**config.mk**
```make
export PLATFORM = sky130hd
export DESIGN_NAME = tofsp_port
export DESIGN_NICKNAME = d
export VERILOG_FILES = /design/src/tofsp_pkg.sv /design/src/tofsp_shifter.sv /design/src/tofsp_port.sv
export SDC_FILE = /design/constraint.sdc
export NUM_CORES = 1
export LEC_CHECK = 0
export ABC_AREA = 1
export BUFFER_PORTS_ARGS = -buffer_cell sky130_fd_sc_hd__buf_2
export CAP_MARGIN = 20
export CORE_MARGIN = 5
export CORE_UTILIZATION = 40
export CTS_CLUSTER_SIZE = 25
export DETAILED_ROUTE_END_ITERATION = 12
export MAX_ROUTING_LAYER = met4
export PLACE_DENSITY_LB_ADDON = 0.1
export RECOVER_POWER = 50
export SLEW_MARGIN = 15
export SYNTH_ARGS = -nofsm -noshare
export SYNTH_HDL_FRONTEND = slang
export SYNTH_HIERARCHICAL = 1
export SYNTH_SLANG_ARGS = --single-unit
```
**constraint.sdc**
```tcl
create_clock -name i_clock -period 4.32 [get_ports i_clock]
set_input_delay 0.432 -clock i_clock [delete_from_list [all_inputs] [get_ports i_clock]]
set_output_delay 0.432 -clock i_clock [all_outputs]
set_load 0.01 [all_outputs]
```
**src/tofsp_pkg.sv**
```systemverilog
// tofsp_pkg: constants shared by the sensor spi register port
// assumes a 40 MHz system clock; nothing else

package tofsp_pkg;
    localparam int          ADDR_BITS      = 8;
    localparam int          BYTE_BITS      = 8;
    localparam int          REG_COUNT      = 16;
    localparam int          RESULT_BASE    = 8;
    localparam logic [7:0]  TRIGGER_ADDR   = 8'h00;
    localparam logic [7:0]  CONFIG_ADDR    = 8'h01;
    localparam logic [7:0]  STATUS_ADDR    = 8'h02;
    localparam logic [7:0]  REG_RESET      = 8'h00;
    localparam int          CLOCK_MHZ      = 40;
    localparam int          FRAME_TIME_US  = 100;
    localparam int          FRAME_CYCLES   = FRAME_TIME_US * CLOCK_MHZ;
    localparam logic [2:0]  BIT_COUNT_LAST = 3'h7;

    typedef enum logic [1:0] {
        TOFSP_IDLE    = 2'b00,
        TOFSP_MEASURE = 2'b01,
        TOFSP_DONE    = 2'b11
    } tofsp_state_t;
endpackage

```
**src/tofsp_shifter.sv**
```systemverilog
// tofsp_shifter: spi mode 3 byte engine, sampled pins oversampled at i_clock
// assumes sclk, cs and mosi already pass a two-flop synchroniser

`timescale 1ns/10ps
`default_nettype none

module tofsp_shifter (
    input  wire logic       i_clock,
    input  wire logic       i_rst,
    input  wire logic       i_enable,
    input  wire logic       i_sclk,
    input  wire logic       i_cs_n,
    input  wire logic       i_mosi,
    input  wire logic [7:0] i_tx_byte,
    output logic            o_rx_valid,
    output logic [7:0]      o_rx_byte,
    output logic            o_tx_load,
    output logic            o_miso,
    output logic            o_first
);
    logic       sclk_prev;
    logic [2:0] bit_count;
    logic [7:0] rx_shift;
    logic [7:0] tx_shift;
    logic       first_byte;
    logic       rise;
    logic       fall;

    assign rise = i_sclk & ~sclk_prev;
    assign fall = ~i_sclk & sclk_prev;

    always_ff @(posedge i_clock) begin
        if (i_rst) begin
            sclk_prev <= 1'b1;
        end else if (i_enable) begin
            sclk_prev <= i_sclk;
        end
    end

    // sample on the rising edge, msb first, whole bytes only
    always_ff @(posedge i_clock) begin
        if (i_rst) begin
            bit_count  <= 3'h0;
            rx_shift   <= 8'h00;
            o_rx_valid <= 1'b0;
            o_rx_byte  <= 8'h00;
            first_byte <= 1'b1;
            o_first    <= 1'b1;
        end else if (i_enable) begin
            o_rx_valid <= 1'b0;
            if (i_cs_n) begin
                // a partial byte is dropped when select is released
                bit_count  <= 3'h0;
                first_byte <= 1'b1;
            end else if (rise) begin
                rx_shift  <= {rx_shift[6:0], i_mosi};
                bit_count <= bit_count + 3'h1;
                if (bit_count == tofsp_pkg::BIT_COUNT_LAST) begin
                    o_rx_valid <= 1'b1;
                    o_rx_byte  <= {rx_shift[6:0], i_mosi};
                    o_first    <= first_byte;
                    first_byte <= 1'b0;
                end
            end
        end
    end

    // drive on the falling edge; the byte is loaded at the first fall of each byte
    always_ff @(posedge i_clock) begin
        if (i_rst) begin
            tx_shift  <= 8'h00;
            o_miso    <= 1'b1;
            o_tx_load <= 1'b0;
        end else if (i_enable) begin
            o_tx_load <= 1'b0;
            if (i_cs_n) begin
                o_miso <= 1'b1;
            end else if (fall) begin
                if (bit_count == 3'h0) begin
                    o_miso    <= i_tx_byte[7];
                    tx_shift  <= {i_tx_byte[6:0], 1'b0};
                    o_tx_load <= 1'b1;
                end else begin
                    o_miso   <= tx_shift[7];
                    tx_shift <= {tx_shift[6:0], 1'b0};
                end
            end
        end
    end
endmodule // tofsp_shifter

`default_nettype wire

```
**src/tofsp_port.sv**
```systemverilog
// tofsp_port: spi register port and one-shot measurement sequencer
// assumes sclk phases of at least five i_clock cycles and cs low per transfer
//
// Overview of operation
// - serial clock idles high between transfers, spi mode 3.
// - data changes on falling clock edge, sampled on rising edge.
// - transfer is one address byte then whole data bytes.
// - bits shift most significant first, multi-byte values big endian.
// - device runs the measurement alone, host then reads results.
// - device raises measurement done interrupt when results are ready.
// - one frame per trigger; activity stops on chip select or frame end.

`timescale 1ns/10ps
`default_nettype none

module tofsp_port #(
    parameter int FRAME_CYCLES = tofsp_pkg::FRAME_CYCLES
) (
    input  wire logic i_clock,
    input  wire logic i_rst,
    input  wire logic i_enable,
    input  wire logic i_sclk,
    input  wire logic i_cs_n,
    input  wire logic i_mosi,
    output logic      o_miso,
    output logic      o_miso_oe,
    output logic      o_measurement_done_irq,
    output logic      o_busy
);
    logic [1:0] sclk_sync;
    logic [1:0] cs_sync;
    logic [1:0] mosi_sync;
    logic       cs_prev;
    logic       cs_fall;
    logic       rx_valid;
    logic [7:0] rx_byte;
    logic       rx_first;
    logic       miso_raw;
    logic [7:0] regs [tofsp_pkg::REG_COUNT];
    logic [7:0] addr;
    logic       write_mode;
    logic [7:0] tx_byte;
    logic       trigger;
    logic [31:0] frame_count;
    tofsp_pkg::tofsp_state_t state;
    tofsp_pkg::tofsp_state_t next_state;

    // two flops on every pin; sclk idles high, cs idles released
    // the edge search needs each sclk phase for only a clock, but miso reaches the pin about four clocks after a fall, which
    // caps sclk far below the pin's own limit at this clock rate
    always_ff @(posedge i_clock) begin
        if (i_rst) begin
            sclk_sync <= 2'h3;
            cs_sync   <= 2'h3;
            mosi_sync <= 2'h0;
        end else if (i_enable) begin
            sclk_sync <= {sclk_sync[0], i_sclk};
            cs_sync   <= {cs_sync[0], i_cs_n};
            mosi_sync <= {mosi_sync[0], i_mosi};
        end
    end

    // a new select during a frame aborts it; the select that carried the
    // trigger was already low when the frame began, so only a fall counts
    always_ff @(posedge i_clock) begin
        if (i_rst) begin
            cs_prev <= 1'b1;
        end else if (i_enable) begin
            cs_prev <= cs_sync[1];
        end
    end

    assign cs_fall = cs_prev && !cs_sync[1];

    tofsp_shifter u_shifter (
        .i_clock   (i_clock),
        .i_rst     (i_rst),
        .i_enable  (i_enable),
        .i_sclk    (sclk_sync[1]),
        .i_cs_n    (cs_sync[1]),
        .i_mosi    (mosi_sync[1]),
        .i_tx_byte (tx_byte),
        .o_rx_valid(rx_valid),
        .o_rx_byte (rx_byte),
        .o_tx_load (),
        .o_miso    (miso_raw),
        .o_first   (rx_first)
    );

    // address byte: bit 7 set means write, low bits pick the register
    always_ff @(posedge i_clock) begin
        if (i_rst) begin
            addr       <= 8'h00;
            write_mode <= 1'b0;
        end else if (i_enable) begin
            if (rx_valid && rx_first) begin
                addr       <= {1'b0, rx_byte[6:0]};
                write_mode <= rx_byte[7];
            end else if (rx_valid) begin
                // step after every data byte, read or write, so the next byte
                // loaded or written is the following register: big endian
                addr <= addr + 8'h01;
            end
        end
    end

    // a completed data byte of a write; the address byte never counts
    function automatic logic data_write(
        input logic valid,
        input logic first,
        input logic wr
    );
        return valid && !first && wr;
    endfunction

    // last counted cycle of a measurement frame
    function automatic logic frame_last(input logic [31:0] count);
        return count == 32'(FRAME_CYCLES - 1);
    endfunction

    assign tx_byte = regs[addr[3:0]];

    // register writes; results are filled by the sequencer, status is read only
    always_ff @(posedge i_clock) begin
        if (i_rst) begin
            for (int i = 0; i < tofsp_pkg::REG_COUNT; i++) begin
                regs[i] <= tofsp_pkg::REG_RESET;
            end
        end else if (i_enable) begin
            if (data_write(rx_valid, rx_first, write_mode)
                && addr < 8'(tofsp_pkg::RESULT_BASE)
                && addr != tofsp_pkg::STATUS_ADDR) begin
                regs[addr[3:0]] <= rx_byte;
            end
            regs[tofsp_pkg::STATUS_ADDR[3:0]] <= {6'h00, o_measurement_done_irq, o_busy};
            if (state == tofsp_pkg::TOFSP_MEASURE && frame_last(frame_count)) begin
                // result bytes are the config register xor their own register index
                for (int i = tofsp_pkg::RESULT_BASE; i < tofsp_pkg::REG_COUNT; i++) begin
                    regs[i] <= regs[tofsp_pkg::CONFIG_ADDR[3:0]] ^ 8'(i);
                end
            end
        end
    end

    // a write of 1 to the trigger address starts exactly one frame
    assign trigger = data_write(rx_valid, rx_first, write_mode)
                     && addr == tofsp_pkg::TRIGGER_ADDR && rx_byte[0];

    always_comb begin
        next_state = state;
        unique case (state)
            tofsp_pkg::TOFSP_IDLE: begin
                if (trigger) begin
                    next_state = tofsp_pkg::TOFSP_MEASURE;
                end
            end
            tofsp_pkg::TOFSP_MEASURE: begin
                // a fresh select aborts; the triggering one fell before the frame
                if (cs_fall) begin
                    next_state = tofsp_pkg::TOFSP_IDLE;
                end else if (frame_last(frame_count)) begin
                    next_state = tofsp_pkg::TOFSP_DONE;
                end
            end
            tofsp_pkg::TOFSP_DONE: begin
                if (trigger) begin
                    next_state = tofsp_pkg::TOFSP_MEASURE;
                end
            end
            default: next_state = tofsp_pkg::TOFSP_IDLE;
        endcase
    end

    always_ff @(posedge i_clock) begin
        if (i_rst) begin
            state <= tofsp_pkg::TOFSP_IDLE;
        end else if (i_enable) begin
            state <= next_state;
        end
    end

    always_ff @(posedge i_clock) begin
        if (i_rst) begin
            frame_count <= 32'h0;
        end else if (i_enable) begin
            if (state == tofsp_pkg::TOFSP_MEASURE) begin
                frame_count <= frame_count + 32'h1;
            end else begin
                frame_count <= 32'h0;
            end
        end
    end

    // done line stays high until the next frame is triggered
    always_ff @(posedge i_clock) begin
        if (i_rst) begin
            o_measurement_done_irq <= 1'b0;
            o_busy                 <= 1'b0;
        end else if (i_enable) begin
            o_measurement_done_irq <= (next_state == tofsp_pkg::TOFSP_DONE);
            o_busy                 <= (next_state == tofsp_pkg::TOFSP_MEASURE);
        end
    end

    // miso is retimed once more so the pin comes from a flop; the host sees
    // each bit about four clocks after its falling sclk edge
    always_ff @(posedge i_clock) begin
        if (i_rst) begin
            o_miso    <= 1'b1;
            o_miso_oe <= 1'b0;
        end else if (i_enable) begin
            o_miso    <= miso_raw;
            o_miso_oe <= !cs_sync[1];
        end
    end
endmodule // tofsp_port

`default_nettype wire

```
; ---- Word level (Yosys, flattened, before mapping)
; Memories as Yosys holds them, arrays and structs flattened. A register that Yosys moved wholly into a read port is not among the register bits.
; Cells that the tools add are included.
[totals]
reg_bits = 85
ramBits = 128
input_bits = 6
output_inout_bits = 4
word_cells = 129
n_memories = 1
[op_classes]
addsub = 3
order_cmp = 1
eq_ne = 7
muxes = 46
n_bitwise = 22
n_reduce_logical = 28
[mem_list]
columns = name, words, word_bits, rd, rd_clocked_by_memory_dff, wr, line
row1 = regs, 16, 8, 2, 1, 16, tofsp_port.sv:39  ; logic [7:0] regs [tofsp_pkg::REG_COUNT];
[op_table]
columns = op, count
row1 = 2-to-1 mux 8 bit, 13
row2 = "adder 32 x 1 -> 32 bit, second input constant", 1
row3 = "equality test 32 x 12 -> 1 bit, second input constant", 1
row4 = 2-to-1 mux 32 bit, 1
row5 = 2-to-1 mux 1 bit, 23
row6 = 2-to-1 mux 4 bit, 3
row7 = logical AND 1 bit, 9
row8 = NOT 3 bit, 3
row9 = OR 1 bit, 9
row10 = AND reduction 3 bit, 3
row11 = "adder 8 x 1 -> 8 bit, second input constant", 1
row12 = logical NOT 8 bit, 1
row13 = "less-than comparator 8 x 4 -> 1 bit, second input constant", 1
row14 = "inequality test 8 x 2 -> 1 bit, second input constant", 1
row15 = AND reduction 2 bit, 4
row16 = nonzero test 2 bit, 4
row17 = OR reduction 8 bit, 1
row18 = 2-to-1 mux 2 bit, 3
row19 = 2-to-1 mux 3 bit, 2
row20 = NOT 2 bit, 3
row21 = "equality test 2 x 1 -> 1 bit, second input constant", 2
row22 = "equality test 2 bit, second input constant", 2
row23 = NOT 1 bit, 4
row24 = NOT 4 bit, 1
row25 = other kinds (9), 11

; ---- Depth between registers and ports, before layout
; Gate-level depths: netlist of run 1.
[depth]
ltp_word = 11
depth_mapped = 13
ltp_nobuf = 12

; ---- By module
; The synthesis of run 1 kept the hierarchy.
[by_module_without_submodules]
columns = mod, instances, cells_each, area_each_um2, seq_area_each_um2
row1 = tofsp_port, 1, 964, 8705.8, 5004.8
row2 = tofsp_shifter, 1, 216, 1477.7, 620.6

; ---- Worst setup path after synthesis of run 1
; OpenSTA, ideal clock, no wires.
[synth_path]
path_kind = input to register
startpoint = in i_rst
endpoint = mem regs[5][0], enable pin
setup_ns = 0.329
t_arrival_ns = 1.517
required_time_ns = 3.991
setup_slack_ns = 2.474
path_stages = 8
path_buffers = 1
cell_sequence = buf_2 > inv_2 > nand2_2 > a211oi_2 > nand2_1 > nor2_2 > nand2_2 > nand2_1
[synth_lines]
columns = item, line
row1 = start: declaration, tofsp_port.sv:20  ; input wire logic i_rst,
row2 = end: declaration, tofsp_port.sv:39

==> run_results.csv, run 1 <==
group,metric,value,unit
sta,rsz0062_at_grt,"false",
cts,cts_resized,0,
power,p_leak,3.98,nW
global_routing,grt_pass1_vias,7456,
sta,tightest_slew,1390,ps
cts,clkTransAtPathRegs,60,ps
floorplanning,start_util,40.4,%
setup_path,crit_path_start_kind,"primary input",
setup_path,r2r_slack,1760,ps
floorplanning,die-width,169,um
synth,syn-instance-count,1175,
finish,layout_commonest_cell,"nor2_1",
finish,multi_input_area,3850,um2
finish,fillers,2592,
finish,syn_to_final_growth,9.64,%
cts,cts_hold_buf,0,
floorplanning,placementRows,58,
power,clockPowerShare,44.0,%
sta,fin_tns_setup,0,ps
drt,ant_nets,0,
outcome,outcome,"complete, no violations",
floorplanning,die_h,169,um
sta,fin_crit,2690,ps
cts,htreeDepth,1,
drt,routedWlPerCell,16.4,um
global_routing,grt_max_degree,77,
power,powerDensity,386,nW/um2
finish,num_antenna_cells,0,
floorplanning,dieArea,28700,um2
global_routing,grt.overflow.total,0,
place,port_buffers,9,
synth,post_synth.cell_area_avg,8.64,um2
sta,timing.hold.ws,141,ps
floorplanning,ios,10,
power,combPwrFrac,3.0,%
drt,drtIter0Drc,468,
finish,final_core_util,44.3,%
sta,max_freq,0.372,GHz
run,cap_viol_max_count,0,
power,p_int,3.37,mW
place,dp_hpwl,16.6,mm
cts,clk_latency,510,ps
power,sw_frac_of_total,21.6,%
setup_path,endpoint_kind,"flop",
cts,cts.path.max_buffers,3,
power,irDropWorstVdd,266,uV
synth,syn_area,10100,um2
cts,cts_root_buf,"clkbuf_16",
global_routing,grt_usage,18.1,%
min_path,hp-class,"primary input to flop",
global_routing,antenna_found_initial,0,
floorplanning,core_area,25100,um2
drt,vias,7602,
cts,cts_sinks,216,
setup_path,worstSetupPathType,"primary input to flop",
power,power,4.30,mW
cts,post-cts-setup-buffers,0,
power,switching_power,927,uW
drt,wirelength,24.9,mm
sta,report.final.slew_viol_count,0,
global_routing,grt_pass1_wl,40.4,mm
finish,drive_above_1_share,8.47,%
cts,cts_tree,"done",
drt,routed_via_density,4.99,
cts,cts_made_buffers,24,
drt,firstDrtPassIters,5,
finish,layout.area.seq,5610,um2
sta,hold_viol_final,0,
setup_path,cp.arrival,2860,ps
synth,yosysWarnings,6,
setup_path,required,4490,ps
sta,setup_violations,0,
setup_path,crit_fanout,22,
sta,period_share,62.2,%
sta,fin_skew,11.2,ps
place,gp_congestion,0.809,
drt,drc_errors,0,
finish,final_net_count,1190,
sta,slew_headroom,7.05,%
power,p_seq_share,53.0,%
finish,final_cell_mix,"nor2_1, nand2_1, edfxtp_1",
[worst max-delay path: stages]
cell,delay [ps]
buf_2,100
inv_1,620
nand2_1,450
a211oi_1,290
nand2_1,150
nor2_1,200
nand2_1,240
nand2_1,360
[sequential cells by signal (all words and copies together) (netlist names), 2 cells and up, named ones only]
register / count
regs: 128
u_shifter/bit_count: 3
state: 2
sclk_sync: 2
frame_count: 32
mosi_sync: 2
u_shifter/tx_shift: 7
addr: 8
u_shifter/rx_shift: 7
cs_sync: 2
u_shifter/o_rx_byte: 8
[layout make-up]
type | count | share of cell area [%]
clock buffers | 34 | 6.12
clock inverters | 10 | 0.394
inverters | 118 | 3.99
multi-input cells | 799 | 34.6
flip-flops and latches | 216 | 50.4
well taps | 330 | 3.71
repair buffers | 15 | 0.798
[path summary, 6_finish.rpt]
check / from / endpoint / cells past startpoint
setup / recovery: i_rst / regs[7][1]$_SDFFCE_PN0P_ / 8
hold / removal: i_mosi / mosi_sync[0]$_SDFFE_PP0P_ / 3
setup reg to reg: frame_count[8]$_SDFFE_PP0P_ / regs[9][6]$_DFFE_PP_ / 6
hold reg to reg: sclk_sync[0]$_SDFFE_PP1P_ / sclk_sync[0]$_SDFFE_PP1P_ / 2
[through the flow]
step	setup slack (ps)	area, um2	cells
after floorplan	2470	10200	1180
after global placement	1700	10500	1477
after detailed placement	1640	10500	1477
after CTS	1670	11200	1521
after global routing	1390	11100	1522
final	1630	11100	1522
[routing by layer]
| layer | up-vias | share of wire, % | track usage, % |
|---|---|---|---|
| met3 | 41 | 3.8 | 2.26 |
| li1 | 3859 | - | - |
| met2 | 149 | 46 | 28.3 |
| met5 | - | 0 | - |
| met1 | 3553 | 48 | 25.0 |
| met4 | 0 | 2.4 | 5.01 |
[power groups by stage]
stage	Clock, mW	Sequential, mW	Combinational [mW]
floorplan	0	2.31	0.0944
global placement	0	2.32	0.133
detailed placement	0	2.32	0.134
CTS	1.94	2.28	0.135
global route	2.04	2.28	0.147
finish	1.89	2.28	0.130
No activity file was read; power rests on OpenSTA's default activity.
==> run 2: changes to the inputs <==
==> constraint.sdc (replaced) <==
create_clock -name i_clock -period 2.6 [get_ports i_clock]
set_input_delay 0.26 -clock i_clock [delete_from_list [all_inputs] [get_ports i_clock]]
set_output_delay 0.26 -clock i_clock [all_outputs]
set_load 0.01 [all_outputs]
==> run 2 against run 1 <==
  * The flow now finishes with violations (capacitance limit, slew limit)
  * First-iteration DRC count is 5.1% lower
  * Register-to-register slack worse by 1400 ps
  * Critical path depth is 1 lower
  * Global-route usage is 0.11 points lower
  * Critical endpoint is now regs[5][3]$_SDFFCE_PN0P_
==> run_results.csv, run 2 (synthesized netlist as in run 1, its figures left out) <==
group,metric,value,unit
setup_path,crit_start,"addr[0]$_SDFFE_PP0P_",
outcome,violations,"capacitance limit, slew limit",
setup_path,r2r-start,"addr[0]$_SDFFE_PP0P_",
drt,firstDrtPassIters,5,
sta,tightest_slew,1620,ps
floorplanning,die_h,169,um
global_routing,grt.overflow.total,0,
sta,slew_headroom,-7.72,%
finish,syn_to_final_growth,10.3,%
global_routing,use_met1,24.6,%
power,irDropWorstVdd,612,uV
power,combPwrFrac,3.1,%
global_routing,grt_pass1_vias,7478,
finish,num_antenna_cells,0,
global_routing,use_met3,1.77,%
global_routing,grt_max_degree,70,
drt,drtIter0Drc,444,
setup_path,cp.arrival,2370,ps
sta,hold_viol_final,0,
setup_path,crit_fanout,9,
sta,report.final.slew_viol_count,70,
sta,fin_skew,16.0,ps
finish,largest_register_ffs,128,
cts,clk_latency,510,ps
sta,max_freq,0.456,GHz
setup_path,worstSetupPathType,"flop to flop",
drt,drc_errors,0,
global_routing,grt_usage,18.0,%
finish,regMostFlops,"regs",
sta,timing.hold.ws,233,ps
min_path,hp-class,"primary input to flop",
finish,fillers,2570,
drt,ant_nets,0,
sta,setup_violations,0,
outcome,outcome,"complete, but fails checks",
cts,cts_tree,"done",
setup_path,crit_slowest_cell,"dfxtp_1",
cts,cts_sinks,216,
min_path,worstHoldStart,"i_rst",
sta,period_share,84.4,%
sta,rsz0062_at_grt,"false",
finish,reg.largest.list,"regs x128, frame_count x32",
drt,routed_via_density,4.96,
setup_path,endpoint_kind,"flop",
cts,cts_root_buf,"clkbuf_16",
finish,layout_commonest_cell,"nor2_1",
power,p_int,5.66,mW
floorplanning,placementRows,58,
cts,htreeDepth,1,
setup_path,worstPathCellList,"inv_1 > ha_1 > a211oi_1 > nand2_1 > nor2_1 > nand2_1 > nand2_1",
floorplanning,core_area,25100,um2
setup_path,crit_path_start_kind,"flop",
cts,cts.path.max_buffers,3,
setup_path,required,2780,ps
cts,cts_made_buffers,25,
power,sw_frac_of_total,21.2,%
drt,wirelength,25.0,mm
cts,clkTransAtPathRegs,60,ps
setup_path,max_stage_delay,390,ps
run,cap_viol_max_count,1,
finish,final_net_count,1209,
power,power,7.19,mW
global_routing,grt_pass1_wl,39.9,mm
setup_path,crit_path_frequent_cell,"nand2_1",
global_routing,busiest_layer,"met2",
power,p_leak,4.02,nW
power,switching_power,1.52,mW
place,gp_congestion,0.872,
place,dp_hpwl,17.2,mm
global_routing,met2_usage,28.5,%
place,port_buffers,9,
floorplanning,ios,10,
finish,final_cell_mix,"nor2_1, nand2_1, edfxtp_1",
power,p_seq_share,52.6,%
floorplanning,dieArea,28700,um2
setup_path,crit_buf_inv,1,
drt,routedWlPerCell,16.3,um
floorplanning,die-width,169,um
setup_path,path_delay_family,"simple AND/OR/NAND/NOR gates",
power,clockPowerShare,44.2,%
power,powerDensity,642,nW/um2
finish,drive_above_1_share,8.44,%
cts,post-cts-setup-buffers,0,
sta,fin_crit,2200,ps
floorplanning,start_util,40.4,%
sta,fin_tns_setup,0,ps
drt,vias,7626,
global_routing,antenna_found_initial,0,
-- run 2: cell types whose count changed in the layout (fill, tap and decap cells not counted), sizes merged --
cell / before / now
clkbuf: 39 / 44
clkinv: 15 / 14
dlygate4sd3: 0 / 3
buf: 10 / 21
clkinvlp: 1 / 2
inv: 112 / 110
-- run 2: power groups by stage --
stage,clock (mW),sequential [mW],combinational (mW)
after floorplan,0,3.84,0.157
after global placement,0,3.86,0.228
after global routing,3.41,3.79,0.251
after CTS,3.28,3.78,0.234
after detailed placement,0,3.86,0.230
final,3.18,3.78,0.224
-- run 2: layer usage --
metal	part of all wire, %	wire length, um	up-vias
met2	46	11600	132
met5	0	0	-
li1	-	-	3902
met3	3.0	761	44
met4	2.6	658	0
met1	48	12000	3548
-- run 2: worst paths after layout --
kind                                         endpoint  slack, ps  cells past startpoint
hold reg to reg             sclk_sync[1]$_SDFFE_PP1P_        450                      2
setup reg to reg             regs[5][3]$_SDFFCE_PN0P_        400                      7
hold / removal    u_shifter/bit_count[2]$_SDFFE_PP0P_        230                      2
setup / recovery             regs[5][3]$_SDFFCE_PN0P_        400                      7
-- run 2: through the flow --
stage | util (%) | instance area, um2 | worst slack (ps) | cells
floorplan | - | 10200 | 776 | 1180
global placement | 42.1 | 10600 | 498 | 1493
detailed placement | 42.1 | 10600 | 469 | 1493
CTS | 45.2 | 11400 | 464 | 1539
global route | 44.6 | 11200 | 174 | 1539
finish | 44.6 | 11200 | 405 | 1539
-- run 2: final cells by class --
cell class / instances / area (um2) / share of cell area [%]
Clock buffer: 35 / 702 / 6.27
Inverter: 118 / 444 / 3.97
Clock inverter: 8 / 38.8 / 0.346
Tap cell: 330 / 413 / 3.69
Multi-Input combinational cell: 799 / 3760 / 33.6
Sequential cell: 216 / 5610 / 50.1
Timing Repair Buffer: 33 / 228 / 2.03
-- run 2: repair_timing --
action                    CTS  global route
resized for setup           0             0
hold endpoints to repair    3             0
hold buffers                3             0
